**config.mk**
```make
export PLATFORM = sky130hd
export DESIGN_NAME = fsc_regs
export DESIGN_NICKNAME = d
export VERILOG_FILES = /design/src/verilog/fsc_sync.v /design/src/verilog/fsc_edge_latch.v /design/src/verilog/fsc_regs.v
export VERILOG_INCLUDE_DIRS = /design/src /design/src/verilog
export SDC_FILE = /design/constraint.sdc
export NUM_CORES = 1
export LEC_CHECK = 0
export BUFFER_PORTS_ARGS = -buffer_cell sky130_fd_sc_hd__clkbuf_2
export CAP_MARGIN = 0
export CORE_ASPECT_RATIO = 1.5
export CORE_MARGIN = 8
export CORE_UTILIZATION = 45
export DETAILED_ROUTE_END_ITERATION = 16
export PLACE_DENSITY = 0.7
export SLEW_MARGIN = 20
export SYNTH_ARGS = -nofsm -noshare
export SYNTH_HDL_FRONTEND = slang
export SYNTH_SLANG_ARGS = --single-unit
```
**constraint.sdc**
```tcl
create_clock -name i_clk -period 3.1 [get_ports i_clk]
set_clock_uncertainty 0.1 [all_clocks]
set_input_delay 0.62 -clock i_clk [delete_from_list [all_inputs] [get_ports i_clk]]
set_output_delay 0.62 -clock i_clk [all_outputs]
set_load 0.02 [all_outputs]
```
**src/verilog/fsc_defines.vh**
```
// Register offsets, field positions, reset values and timing counts for the floppy status/control bank
`ifndef FSC_DEFINES_VH
`define FSC_DEFINES_VH
`define FSC_ADDR_STATUS_A 10'h3f0
`define FSC_ADDR_STATUS_B 10'h3f1
`define FSC_ADDR_DRIVE_OUTPUT 10'h3f2
`define FSC_ADDR_TAPE_ASSIGN 10'h3f3
`define FSC_ADDR_DIGITAL_INPUT 10'h3f7
`define FSC_DOC_RESET 8'h00
`define FSC_TAPE_RESET 2'h0
`define FSC_DOC_SEL_LO 0
`define FSC_DOC_SEL_HI 1
`define FSC_DOC_SOFT_RST 2
`define FSC_DOC_DMA_EN 3
`define FSC_DOC_MOTOR0 4
`define FSC_MODE_AT 2'h0
`define FSC_MODE_ENH 2'h1
`define FSC_MODE_M30 2'h2
`define FSC_SOFT_RST_MIN_NS 100
`define FSC_CLK_PERIOD_NS 10
// Minimum soft reset rounded up to whole clock periods, sized for the stretch counter
`define FSC_SOFT_RST_CYCLES 4'ha
`endif

```
**src/verilog/fsc_sync.v**
```verilog
// Two-flip-flop synchroniser for a vector of pin inputs
`timescale 1ns/100ps
`default_nettype none
module fsc_sync #(
  parameter WIDTH = 1
) (
  input wire i_clk,
  input wire i_reset_n,
  input wire [WIDTH-1:0] i_async,
  output reg [WIDTH-1:0] o_sync
);
  reg [WIDTH-1:0] meta_r;
  always @(posedge i_clk or negedge i_reset_n) begin
    if (!i_reset_n) begin
      meta_r <= {WIDTH{1'b0}};
      o_sync <= {WIDTH{1'b0}};
    end else begin
      meta_r <= i_async;
      o_sync <= meta_r;
    end
  end
endmodule
`default_nettype wire

```
**src/verilog/fsc_edge_latch.v**
```verilog
// Sticky flag set by a qualifying edge, cleared by a pulse; set wins over clear
`timescale 1ns/100ps
`default_nettype none
module fsc_edge_latch (
  input wire i_clk,
  input wire i_reset_n,
  input wire i_sig,
  input wire i_rise,
  input wire i_clear,
  output reg o_flag
);
  reg prev_r;
  wire hit;
  assign hit = i_rise ? (i_sig & ~prev_r) : (~i_sig & prev_r);
  always @(posedge i_clk or negedge i_reset_n) begin
    if (!i_reset_n) begin
      prev_r <= 1'b0;
      o_flag <= 1'b0;
    end else begin
      prev_r <= i_sig;
      if (hit)
        o_flag <= 1'b1;
      else if (i_clear)
        o_flag <= 1'b0;
    end
  end
endmodule
`default_nettype wire

```
**src/verilog/fsc_regs.v**
```verilog
// Floppy controller status and control register bank with single-drive decode
//
// Behaviour
// - Model-30 status A bit 0 is direction inverted: 1 means stepping outward.
// - Model-30 status A bits 1, 2, 4 show write-protect, index, track-zero active high.
// - Model-30 status A bit 3 is head side inverted: 1 means side 0.
// - Model-30 status A bit 5 latches step; cleared by input read or resets.
// - Model-30 status A bit 6 shows DMA request, bit 7 shows interrupt.
// - Status B readable in enhanced mode; bus undriven on read in AT mode.
// - Enhanced status B bit 0 mirrors motor 0; hardware reset only clears it.
// - Enhanced status B bit 1 reads 0, bits 6 and 7 read 1.
// - Enhanced status B bit 2 shows write gate; bits 3, 4 toggle on data edges.
// - Enhanced status B bit 5 mirrors drive select bit 0 of control register.
// - Model-30 status B bits 0, 1, 6 read 1; bit 7 unsupported drive type.
// - Model-30 status B bit 2 latches write gate rising; input read clears.
// - Model-30 status B bits 3, 4 latch data falling edges; input read clears.
// - Model-30 status B bit 5 shows drive select 0 output active low.
// - Output control register writable anytime; zeroed by hardware reset only.
// - Bit 2 low holds controller in soft reset, at least 100 ns.
// - Bit 3 gates DMA and interrupt in AT and Model-30; always on in enhanced.
// - Drive select 0 low when select bits 00 and motor bit set; motor low inverts bit 4.
// - Tape select bits 1:0 kept at 00 by software; soft reset leaves them.
// - Tape register read returns zeros in bits 7:2.
// - Status A undriven on read in AT mode; readable otherwise.
`timescale 1ns/100ps
`default_nettype none
`include "fsc_defines.vh"
module fsc_regs (
  input wire i_clk,
  input wire i_reset_n,
  input wire [1:0] i_mode,
  input wire [9:0] i_io_addr,
  input wire i_io_rd,
  input wire i_io_wr,
  input wire [7:0] i_io_wdata,
  output reg [7:0] o_io_rdata,
  output reg o_io_rdata_oe,
  input wire i_step,
  input wire i_dir_out,
  input wire i_head_side_select,
  input wire i_write_gate_out,
  input wire i_wdata_out,
  input wire i_dma_req,
  input wire i_irq,
  input wire i_rdata_in,
  input wire i_wp_in,
  input wire i_index_in,
  input wire i_track_zero_in,
  output reg o_drive_select0_out_low,
  output reg o_motor0_out_low,
  output reg o_ctl_soft_reset_low,
  output reg o_dma_irq_enable,
  output reg [1:0] o_tape_sel
);
  reg [7:0] drive_output_control_reg_r;
  reg [1:0] tape_drive_assign_reg_r;
  reg rd_toggle_r;
  reg wr_toggle_r;
  reg rd_prev_r;
  reg wr_prev_r;
  reg [3:0] soft_cnt_r;
  reg [7:0] status_a_reg;
  reg [7:0] status_b_reg;
  reg [7:0] rdata_nxt;
  reg oe_nxt;
  wire [2:0] pin_s;
  wire step_ff;
  wire wg_ff;
  wire rd_ff;
  wire wd_ff;
  wire dir_rd;
  wire soft_active;
  wire wr_doc;
  wire mode_enh;
  wire mode_at;
  wire drive0_sel;
  assign mode_enh = (i_mode == `FSC_MODE_ENH);
  assign mode_at = (i_mode == `FSC_MODE_AT);
  assign dir_rd = i_io_rd & (i_io_addr == `FSC_ADDR_DIGITAL_INPUT);
  assign wr_doc = i_io_wr & (i_io_addr == `FSC_ADDR_DRIVE_OUTPUT);
  assign soft_active = ~drive_output_control_reg_r[`FSC_DOC_SOFT_RST] | (soft_cnt_r != 4'h0);
  assign drive0_sel = (drive_output_control_reg_r[1:0] == 2'h0) & drive_output_control_reg_r[`FSC_DOC_MOTOR0];

  fsc_sync #(
    .WIDTH(3)
  ) u_sync (
    .i_clk(i_clk),
    .i_reset_n(i_reset_n),
    .i_async({i_wp_in, i_index_in, i_track_zero_in}),
    .o_sync(pin_s)
  );

  // Read data arrives from the drive, so it is synchronised on its own
  wire rdata_s;
  fsc_sync #(
    .WIDTH(1)
  ) u_sync_rd (
    .i_clk(i_clk),
    .i_reset_n(i_reset_n),
    .i_async(i_rdata_in),
    .o_sync(rdata_s)
  );

  fsc_edge_latch u_step (
    .i_clk(i_clk),
    .i_reset_n(i_reset_n),
    .i_sig(i_step),
    .i_rise(1'b1),
    .i_clear(dir_rd | soft_active),
    .o_flag(step_ff)
  );
  fsc_edge_latch u_write_gate_out (
    .i_clk(i_clk),
    .i_reset_n(i_reset_n),
    .i_sig(i_write_gate_out),
    .i_rise(1'b1),
    .i_clear(dir_rd),
    .o_flag(wg_ff)
  );
  fsc_edge_latch u_rdata (
    .i_clk(i_clk),
    .i_reset_n(i_reset_n),
    .i_sig(rdata_s),
    .i_rise(1'b0),
    .i_clear(dir_rd),
    .o_flag(rd_ff)
  );
  fsc_edge_latch u_wdata (
    .i_clk(i_clk),
    .i_reset_n(i_reset_n),
    .i_sig(i_wdata_out),
    .i_rise(1'b0),
    .i_clear(dir_rd),
    .o_flag(wd_ff)
  );

  // Control register and tape select survive the self-held soft reset
  always @(posedge i_clk or negedge i_reset_n) begin
    if (!i_reset_n) begin
      drive_output_control_reg_r <= `FSC_DOC_RESET;
      tape_drive_assign_reg_r <= `FSC_TAPE_RESET;
      soft_cnt_r <= 4'h0;
    end else begin
      if (wr_doc)
        drive_output_control_reg_r <= i_io_wdata;
      if (i_io_wr && (i_io_addr == `FSC_ADDR_TAPE_ASSIGN))
        tape_drive_assign_reg_r <= i_io_wdata[1:0];
      // Stretch a short low pulse on the reset bit to the minimum duration
      if (wr_doc && !i_io_wdata[`FSC_DOC_SOFT_RST])
        soft_cnt_r <= `FSC_SOFT_RST_CYCLES;
      else if (soft_cnt_r != 4'h0)
        soft_cnt_r <= soft_cnt_r - 4'h1;
    end
  end

  // Toggle bits follow data trailing edges and are not touched by soft reset
  always @(posedge i_clk or negedge i_reset_n) begin
    if (!i_reset_n) begin
      rd_prev_r <= 1'b0;
      wr_prev_r <= 1'b0;
      rd_toggle_r <= 1'b0;
      wr_toggle_r <= 1'b0;
    end else begin
      rd_prev_r <= rdata_s;
      wr_prev_r <= i_wdata_out;
      if (rd_prev_r && !rdata_s)
        rd_toggle_r <= ~rd_toggle_r;
      if (wr_prev_r && !i_wdata_out)
        wr_toggle_r <= ~wr_toggle_r;
    end
  end

  always @* begin
    status_a_reg = {i_irq, i_dma_req, step_ff, pin_s[0], ~i_head_side_select, pin_s[1], pin_s[2], ~i_dir_out};
    if (mode_enh) begin
      status_b_reg = {2'b11, drive_output_control_reg_r[`FSC_DOC_SEL_LO], wr_toggle_r, rd_toggle_r,
                      i_write_gate_out, 1'b0, drive_output_control_reg_r[`FSC_DOC_MOTOR0]};
    end else begin
      status_b_reg = {2'b11, ~drive0_sel, wd_ff, rd_ff, wg_ff, 2'b11};
    end
    rdata_nxt = 8'h00;
    oe_nxt = 1'b0;
    if (i_io_rd) begin
      case (i_io_addr)
        `FSC_ADDR_STATUS_A: begin
          rdata_nxt = status_a_reg;
          oe_nxt = ~mode_at;
        end
        `FSC_ADDR_STATUS_B: begin
          rdata_nxt = status_b_reg;
          oe_nxt = ~mode_at;
        end
        `FSC_ADDR_DRIVE_OUTPUT: begin
          rdata_nxt = drive_output_control_reg_r;
          oe_nxt = 1'b1;
        end
        `FSC_ADDR_TAPE_ASSIGN: begin
          rdata_nxt = {6'h00, tape_drive_assign_reg_r};
          oe_nxt = 1'b1;
        end
        default: begin
          rdata_nxt = 8'h00;
          oe_nxt = 1'b0;
        end
      endcase
    end
  end

  always @(posedge i_clk or negedge i_reset_n) begin
    if (!i_reset_n) begin
      o_io_rdata <= 8'h00;
      o_io_rdata_oe <= 1'b0;
      o_drive_select0_out_low <= 1'b1;
      o_motor0_out_low <= 1'b1;
      o_ctl_soft_reset_low <= 1'b0;
      o_dma_irq_enable <= 1'b0;
      o_tape_sel <= 2'h0;
    end else begin
      o_io_rdata <= rdata_nxt;
      o_io_rdata_oe <= oe_nxt;
      o_drive_select0_out_low <= ~drive0_sel;
      o_motor0_out_low <= ~drive_output_control_reg_r[`FSC_DOC_MOTOR0];
      o_ctl_soft_reset_low <= ~soft_active;
      o_dma_irq_enable <= mode_enh | drive_output_control_reg_r[`FSC_DOC_DMA_EN];
      o_tape_sel <= tape_drive_assign_reg_r;
    end
  end
endmodule
`default_nettype wire

```
== After elaboration in Yosys (flattened, before gate mapping) ==
Index checks and enable logic that the tools add are counted.

* Output and inout port bits: 15
* Input port bits: 35
* Logic and storage cells: 84
* Register bits after elaboration: 47

* $add $sub $neg: 1
* Eq/ne operators: 6
* Multiplexer cells: 13
* Reductions and logical operators: 17
* Bitwise gates (word level): 23

{| class="wikitable"
|+ Operators with widths
! cell !! count
|-
| $eq 10x10->1 const B || 5
|-
| $pmux 8 s4 || 1
|-
| $not 1->1 || 13
|-
| $reduce_bool 2->1 || 5
|-
| $mux 4 || 2
|-
| $mux 8 || 1
|-
| $and 1x1->1 || 7
|-
| $mux 1 || 7
|-
| $mux 6 || 1
|-
| $logic_and 1x1->1 || 4
|-
| $logic_not 2->1 || 2
|-
| $reduce_bool 4->1 || 1
|-
| $reduce_or 2->1 || 2
|-
| $sub 4x1->4 const B || 1
|-
| $logic_not 1->1 || 3
|-
| $or 1x1->1 || 3
|-
| $eq 2x1->1 const B || 1
|-
| $pmux 1 s2 || 1
|}

== Longest topological paths before layout ==
Gate-level depths: netlist (run 1).

* Word-level depth: 6
* Gate-level depth with buffers: 6
* Gate-level depth less buffers: 5

== Cells and area by module ==
Synthesis (run 1) repeated with hierarchy kept, for this count alone.

* Cell total of the unflattened synthesis: 162
* Area, all modules: 2037.0 µm²

{| class="wikitable"
|+ By module, submodules not included
! module !! times used !! cells each !! seq. area each (µm²) !! area an instance (µm²)
|-
| fsc_regs || 1 || 130 || 828.3 || 1536.5
|-
| fsc_edge_latch || 4 || 6 || 50.0 || 75.1
|-
| fsc_sync at u_sync || 1 || 6 || 150.1 || 150.1
|-
| fsc_sync at u_sync_rd || 1 || 2 || 50.0 || 50.0
|}

== Worst setup path after synthesis (run 1) ==
OpenSTA, ideal clock, no wires.

* Path kind: input to register
* Start point: input i_io_addr[1]
* End point: register drive_output_control_reg_r[2]
* Buffers on the path: 1
* Setup slack: 1.225 ns
* Stages on the path: 4
* Arrival time: 1.650 ns
* Library setup time: 0.125 ns
* Required time: 2.875 ns
* Path through: buf_6 > nand4b_4 > or4_4 > mux2_4

* Longest elaborated chain between the ends: 2

{| class="wikitable"
|+ RTL lines
! what !! line !! text
|-
| start: declaration || fsc_regs.v:32 || <nowiki>input wire [9:0] i_io_addr,</nowiki>
|-
| $eq 10x10->1 || -- ||
|-
| $and 1x1->1 || fsc_regs.v:80 || <nowiki>assign wr_doc = i_io_wr & (i_io_addr == `FSC_ADDR_DRIVE_OUTPUT);</nowiki>
|-
| end signal: assignment || fsc_regs.v:140 || <nowiki>drive_output_control_reg_r <= `FSC_DOC_RESET;</nowiki>
|-
| end signal: assignment || fsc_regs.v:145 || <nowiki>drive_output_control_reg_r <= i_io_wdata;</nowiki>
|-
| end: declaration || fsc_regs.v:55 || <nowiki>reg [7:0] drive_output_control_reg_r;</nowiki>
|}

Every way passes these cells.
A chain may end at the register's enable or synchronous reset.

== Final worst setup path (run 1) ==
* Start point: input i_io_addr[1]
* End point: register drive_output_control_reg_r[0]

Same word-level chain as after synthesis.

==> results of run 1 <==
-- power by group --
group | total, mW | internal [mW] | switching, mW | leakage (nW)
clock network | 0.343 | 0.154 | 0.188 | 0.0477
logic | 0.211 | 0.102 | 0.109 | 0.510
registers | 0.698 | 0.668 | 0.0304 | 0.581
-- stage by stage --
stage	cell area [sq um]	setup WS, ps	instances
4_1_cts	2270	1120	250
3_5_place_dp	2190	803	242
3_3_place_gp	2190	889	242
2_1_floorplan	1900	1220	151
6_report	2270	1120	250
5_1_grt	2270	1010	250
-- layout make-up --
type                    instances  area [sq um]
well taps                      46          57.6
multi-input cells              92           667
inverters                       6          22.5
flip-flops and latches         47          1180
repair buffers                 51           260
clock inverters                 3          15.0
clock buffers                   5          68.8
fillers                       383          1870
-- registers in the layout, summed over array words and instances (netlist names), 2 cells and up --
| register | flops |
|---|---|
| drive_output_control_reg_r | 8 |
| o_io_rdata | 8 |
| soft_cnt_r | 4 |
| u_sync.meta_r | 3 |
| u_sync.o_sync | 3 |
| o_tape_sel | 2 |
| tape_drive_assign_reg_r | 2 |
-- routing by layer --
layer  track usage  vias to the layer above  share of wire
met4        0.0703                        0          0.020
met2         0.207                       45           0.52
met5             0                        -              0
met1         0.140                      635           0.39
met3        0.0542                        9          0.074
li1              -                      621              -
-- synth_stat cells, drive strengths merged, types with 4 or more instances --
master	number
dfrtp	45
nor2	14
mux2	9
xnor2	4
mux2i	5
nor2b	4
nor3	5
o21ai	5
a21oi	8
buf	5
nand2b	5
nand2	6
inv	6
-- cell families (layout without fill, tap and decap cells) --
logic type               Yosys count  in the layout  synth area share
AND/OR/NAND/NOR                   48             48             0.154
flip-flops                        47             47             0.620
AO/OA/AOI/OAI                     24             24            0.0836
multiplexers                      14             14            0.0816
buffers and inverters             12             65            0.0296
XOR/XNOR                           4              4            0.0184
adder cells (fa/ha/maj)            2              2            0.0132
-- worst min-delay path by stage --
stage | depth (start not counted) | slack [ps] | endpoint
2_1_floorplan | 0 | 220 | drive_output_control_reg_r[0]
3_3_place_gp | 0 | 230 | u_sync.o_sync[2]
3_5_place_dp | 0 | 230 | u_sync.o_sync[1]
4_1_cts | 0 | 250 | u_sync.o_sync[1]
5_1_grt | 0 | 270 | u_sync_rd.o_sync
6_report | 0 | 250 | u_sync.o_sync[1]
==> summary.txt, run 1 <==
EDFF count, synth - 0
vias in the first global route - 1448
crit end category - flop
Mean Syn Cell Area - 12.6 sq um
CP Buf/Inv Count - 1
first-pass GRT wire length - 6750 um
Post-Route WL - 3880 um
Tightest Pin Transition - 742 ps
cell breakdown of the critical path - clkbuf_2 > nand4b_4 > nor4_4 > mux2_2
cell count after synthesis - 151
largest net degree at the start of global routing - 32
routed vias/inst - 5.24
Critical-path top delay cell - nor4_4
r2r startpoint - soft_cnt_r[0]
Hold WS - 254 ps
Slew HR - 0.505
clock-pin slew on the worst setup and hold paths - 80 ps
fin nets - 240
Distinct cells, synth - 36
Final ANT Viol Nets - 0
area grow syn2layout - 19.3%
RSZ-0062 raised after global routing - no
fin crit period - 1980 ps
n_diodes - 0
Yosys top cell by area - dfrtp_1
RD Place Congestion - 0.825
share of cells above drive strength 1 - 0.377
clk buf depth - 2
worst endpoint required time - 3180 ps
most frequent cells in the layout - 49 x clkbuf_2, 45 x dfrtp_1, 14 x nor2_1
row count - 29
setup violators final - 0
Syn Std Cell Area - 1900 sq um
Critical Path AT - 2060 ps
Critical R2R Capture - soft_cnt_r[1]
Yosys top cell area share - 0.592
HP Start - u_sync.meta_r[1]
worst skew pair latency - 290 ps
num ports - 50
max-cap violation count - 0
CTS resizes - 0
DR WL/cell - 15.5 um
Critical Path Sink - drive_output_control_reg_r[0]
Max FO, Critical Path - 17
Total Power - 1.25 mW
Max IR drop VDD - 0.331 mV
initial antenna violation count - 0
WS Path Type - input port to flop
startpoint types - input port
die height - 95.6 um
Lkg Pwr - 1.14 nW
Final Hold Fails - 0
final period utilization - 0.640
Die X - 69.1 um
Seq cells post-synth - 47
total core area - 4140 sq um
die area - 6610 sq um
Total GRT Usage - 0.128
asr flop ratio synth - 1.00
setup_tns - 0 ps
hold-fix buffers at CTS - 0
Seq/Total Area, Yosys - 0.620
H-tree level count - 2
CTS tree - yes
routed via count - 1310
Final Core Density - 0.549
slowest stage delay, CP - 540 ps
Yosys Warn Count - 0
initial DRC count - 40
CP Depth - 4
Remaining Overflow, GRT - 0
Post-Syn Nets - 188
worst setup path start - i_io_addr[1]
clock root buffer - clkbuf_8
Synth Flop Type - dfrtp_1
most common cell after layout, fill and taps aside - clkbuf_2
CTS Buf Count - 5
Worst Hold Class - flop to flop
CTS sink count - 47
# DRC - 0
Slew Limit Fails - 0
worst reg2reg setup slack - 1310 ps
first drt pass iteration count - 4
Starting Density - 0.460
Pwr Density - 552 nW/um^2
worst r2r path cells - 5
largest cells by area after synthesis - dfrtp_1 59%, mux2_2 4.7%, dfstp_2 2.8%, nor2_1 2.8%, mux2i_1 2.6%
hpwl dp - 3030 um
status - completed
Max Fclk - 504 MHz
Crit path max-delay family - simple AND/OR/NAND/NOR gates
postcts setup bufs - 0
port buffer count - 49
(Power assumes the default switching activity.)
==> inputs of run 2 (changes only) <==
- ABC_AREA: unset -> 1
- PLACE_DENSITY: 0.7 -> 0.72
- clock period: 3.1 -> 1.8 ns (I/O delays scaled with it)
==> summary.txt, run 2 <==
status - completed (unchanged)
Seq cells post-synth - 47 (unchanged)
Critical-path top delay cell - dfstp_2 (was nor4_4)
largest cells by area after synthesis - dfrtp_1 56%, nand2_1 9.9%, inv_1 6.0%, nand3_1 5.5%, o21ai_0 3.0% (was dfrtp_1 59%, mux2_2 4.7%, dfstp_2 2.8%, nor2_1 2.8%, mux2i_1 2.6%)
multi-input logic area - 696 sq um (was 667 sq um)
Max IR drop VDD - 0.719 mV (was 0.331 mV)
Crit path max-delay family - flip-flops (was simple AND/OR/NAND/NOR gates)
Synth top cells by count - 53 x nand2_1, 45 x dfrtp_1, 32 x inv_1 (was 45 x dfrtp_1, 14 x nor2_1, 8 x a21oi_1, 8 x mux2_2)
Synth Flop Type - dfrtp_1 (unchanged)
Syn Std Cell Area - 2020 sq um (was 1900 sq um)
worst skew pair latency - 300 ps (was 290 ps)
Pwr Density - 1020 nW/um^2 (was 552 nW/um^2)
num ports - 50 (unchanged)
most frequent cells in the layout - 53 x nand2_1, 49 x clkbuf_2, 45 x dfrtp_1 (was 49 x clkbuf_2, 45 x dfrtp_1, 14 x nor2_1)
Lkg Pwr - 1.38 nW (was 1.14 nW)
CTS resizes - 0 (unchanged)
crit end category - primary output (was flop)
postcts setup bufs - 0 (unchanged)
clk buf depth - 2 (unchanged)
Critical R2R Capture - soft_cnt_r[1] (unchanged)
Area after DPL - 2340 sq um (was 2190 sq um)
initial antenna violation count - 0 (unchanged)
Distinct cells, synth - 25 (was 36)
RD Place Congestion - 0.870 (was 0.825)
Max Fclk - 700 MHz
total core area - 4430 sq um (was 4140 sq um)
CTS tree - yes (unchanged)
first drt pass iteration count - 4 (unchanged)
Critical Path AT - 970 ps (was 2060 ps)
Max FO, Critical Path - 1 (was 17)
first-pass GRT wire length - 7030 um (was 6750 um)
routed vias/inst - 4.81 (was 5.24)
fin area - 2490 sq um (was 2270 sq um)
register area - 1180 sq um (unchanged)
Total GRT Usage - 0.127 (was 0.128)
EDFF count, synth - 0 (unchanged)
vias in the first global route - 1598 (was 1448)
r2r startpoint - soft_cnt_r[0] (unchanged)
slowest stage delay, CP - 520 ps (was 540 ps)
die area - 6930 sq um (was 6610 sq um)
Tightest Pin Transition - 542 ps (was 742 ps)
Slew HR - 0.637 (was 0.505)
n_diodes - 0 (unchanged)
RSZ-0062 raised after global routing - no (unchanged)
Die X - 70.7 um (was 69.1 um)
# DRC - 0 (unchanged)
destination of the worst hold path - u_sync_rd.meta_r (was u_sync.o_sync[1])
Hold Crit Depth - 1 (was 0)
setup_tns - 0 ps (unchanged)
startpoint types - flop (was input port)
Starting Density - 0.456 (was 0.460)
initial DRC count - 54 (was 40)
max-cap violation count - 0 (unchanged)
area grow syn2layout - 23.4% (was 19.3%)
CTS sink count - 47 (unchanged)
Yosys top cell area share - 0.558 (was 0.592)
share of cells above drive strength 1 - 0.283 (was 0.377)
Remaining Overflow, GRT - 0 (unchanged)
largest net degree at the start of global routing - 33 (was 32)
worst r2r path cells - 6 (was 5)
Yosys Warn Count - 0 (unchanged)
HP Start - i_rdata_in (was u_sync.meta_r[1])
DR WL/cell - 12.9 um (was 15.5 um)
die height - 98.0 um (was 95.6 um)
Hold WS - 54.9 ps (was 254 ps)
filler cell count - 427 (was 383)
fin crit period - 1430 ps
Post-Route WL - 4180 um (was 3880 um)
clock-pin slew on the worst setup and hold paths - 90 ps (was 80 ps)
Yosys top cell by area - dfrtp_1 (unchanged)
clock root buffer - clkbuf_8 (unchanged)
cell breakdown of the critical path - clkbuf_2 (was clkbuf_2 > nand4b_4 > nor4_4 > mux2_2)
Final ANT Viol Nets - 0 (unchanged)
asr flop ratio synth - 1.00 (unchanged)
row count - 30 (was 29)
CTS Buf Count - 5 (unchanged)
routed via count - 1558 (was 1310)
hpwl dp - 3340 um (was 3030 um)
fin nets - 312 (was 240)
H-tree level count - 2 (unchanged)
most common cell after layout, fill and taps aside - nand2_1 (was clkbuf_2)
Worst Hold Class - input port to flop (was flop to flop)
CP Buf/Inv Count - 1 (unchanged)
cell count after synthesis - 217 (was 151)
largest registers - drive_output_control_reg_r (8), o_io_rdata (8), soft_cnt_r (4) (unchanged)
Final Hold Fails - 0 (unchanged)
Total Power - 2.55 mW (was 1.25 mW)
worst reg2reg setup slack - 400 ps (was 1310 ps)
port buffer count - 49 (unchanged)
final period utilization - 0.793
setup violators final - 0 (unchanged)
WS Path Type - flop to primary output (was input port to flop)
Seq/Total Area, Yosys - 0.584 (was 0.620)
Slew Limit Fails - 0 (unchanged)
count leader, synth - nand2_1 (was dfrtp_1)
Mean Syn Cell Area - 9.30 sq um (was 12.6 sq um)
Post-Syn Nets - 254 (was 188)
worst endpoint required time - 1340 ps (was 3180 ps)
## run 2: cell types whose count changed after synthesis, moves of 5 or more
cell and delta:
nand3_1 +22, inv_1 +26, mux2i_1 -5, nor3_1 -5, a21oi_1 -5, nand2_1 +47, o21ai_0 +7, nand4_1 +6
nand2b_1 -5, mux2_2 -8
## run 2: final cells by class
| cell class | instances | share of cell area |
|---|---|---|
| timing repair buffer | 52 | 0.114 |
| clock inverter | 3 | 0.0286 |
| multi-input combinational | 134 | 0.279 |
| sequential | 47 | 0.473 |
| inverter | 35 | 0.0533 |
| clock buffer | 5 | 0.0276 |
| tap | 48 | 0.0241 |
## run 2: where the power goes
group	internal, mW	leakage (nW)	total (mW)	switching, mW
clock network	0.563	0.0703	0.929	0.366
registers	1.16	0.571	1.20	0.0439
logic	0.174	0.738	0.417	0.243
total	1.90	1.38	2.55	0.652
## run 2: logic make-up (layout without fill, tap and decap cells)
group,count (synthesis),in the layout,synth area share
fa+ha+maj,2,2,0.0124
simple gates,110,110,0.266
xor+xnor,4,4,0.0174
flops,47,47,0.584
buf+inv,36,95,0.0713
compound gates,18,18,0.0490
## run 2: worst max path at each step
stage	from	cells past startpoint	slack, ps	endpoint
after CTS	o_drive_select0_out_low	1	360	o_drive_select0_out_low
after global placement	i_io_addr[2]	9	280	o_io_rdata[1]
after floorplan	i_io_addr[2]	6	500	drive_output_control_reg_r[2]
after global routing	soft_cnt_r[0]	6	290	soft_cnt_r[1]
after detailed placement	i_io_addr[2]	9	260	o_io_rdata[1]
final	o_drive_select0_out_low	1	370	o_drive_select0_out_low
## run 2: repair_timing
action	CTS	global route
setup endpoints to repair	0	0
hold endpoints to repair	13	0
hold buffers	1	0
## run 2: layer usage
| layer | GRT usage | part of all wire | vias to the layer above |
|---|---|---|---|
| li1 | - | - | 798 |
| met1 | 0.134 | 0.41 | 706 |
| met2 | 0.218 | 0.52 | 44 |
| met3 | 0.0441 | 0.052 | 10 |
| met4 | 0.0660 | 0.025 | 0 |
| met5 | 0 | 0 | - |
## run 2: metrics by stage
step	util	worst slack (ps)	instances
after floorplan	-	504	217
after global placement	0.528	282	315
after detailed placement	0.528	258	315
after CTS	0.562	356	324
after global routing	0.562	294	324
final	0.562	372	324
## run 2: worst register-to-register path, delay by kind of cell (launching register included)
kind	cells	cell delay, ps
adders and majority gates	1	190
buffers and inverters	2	190
DFF	1	350
and+or+nand+nor	3	500
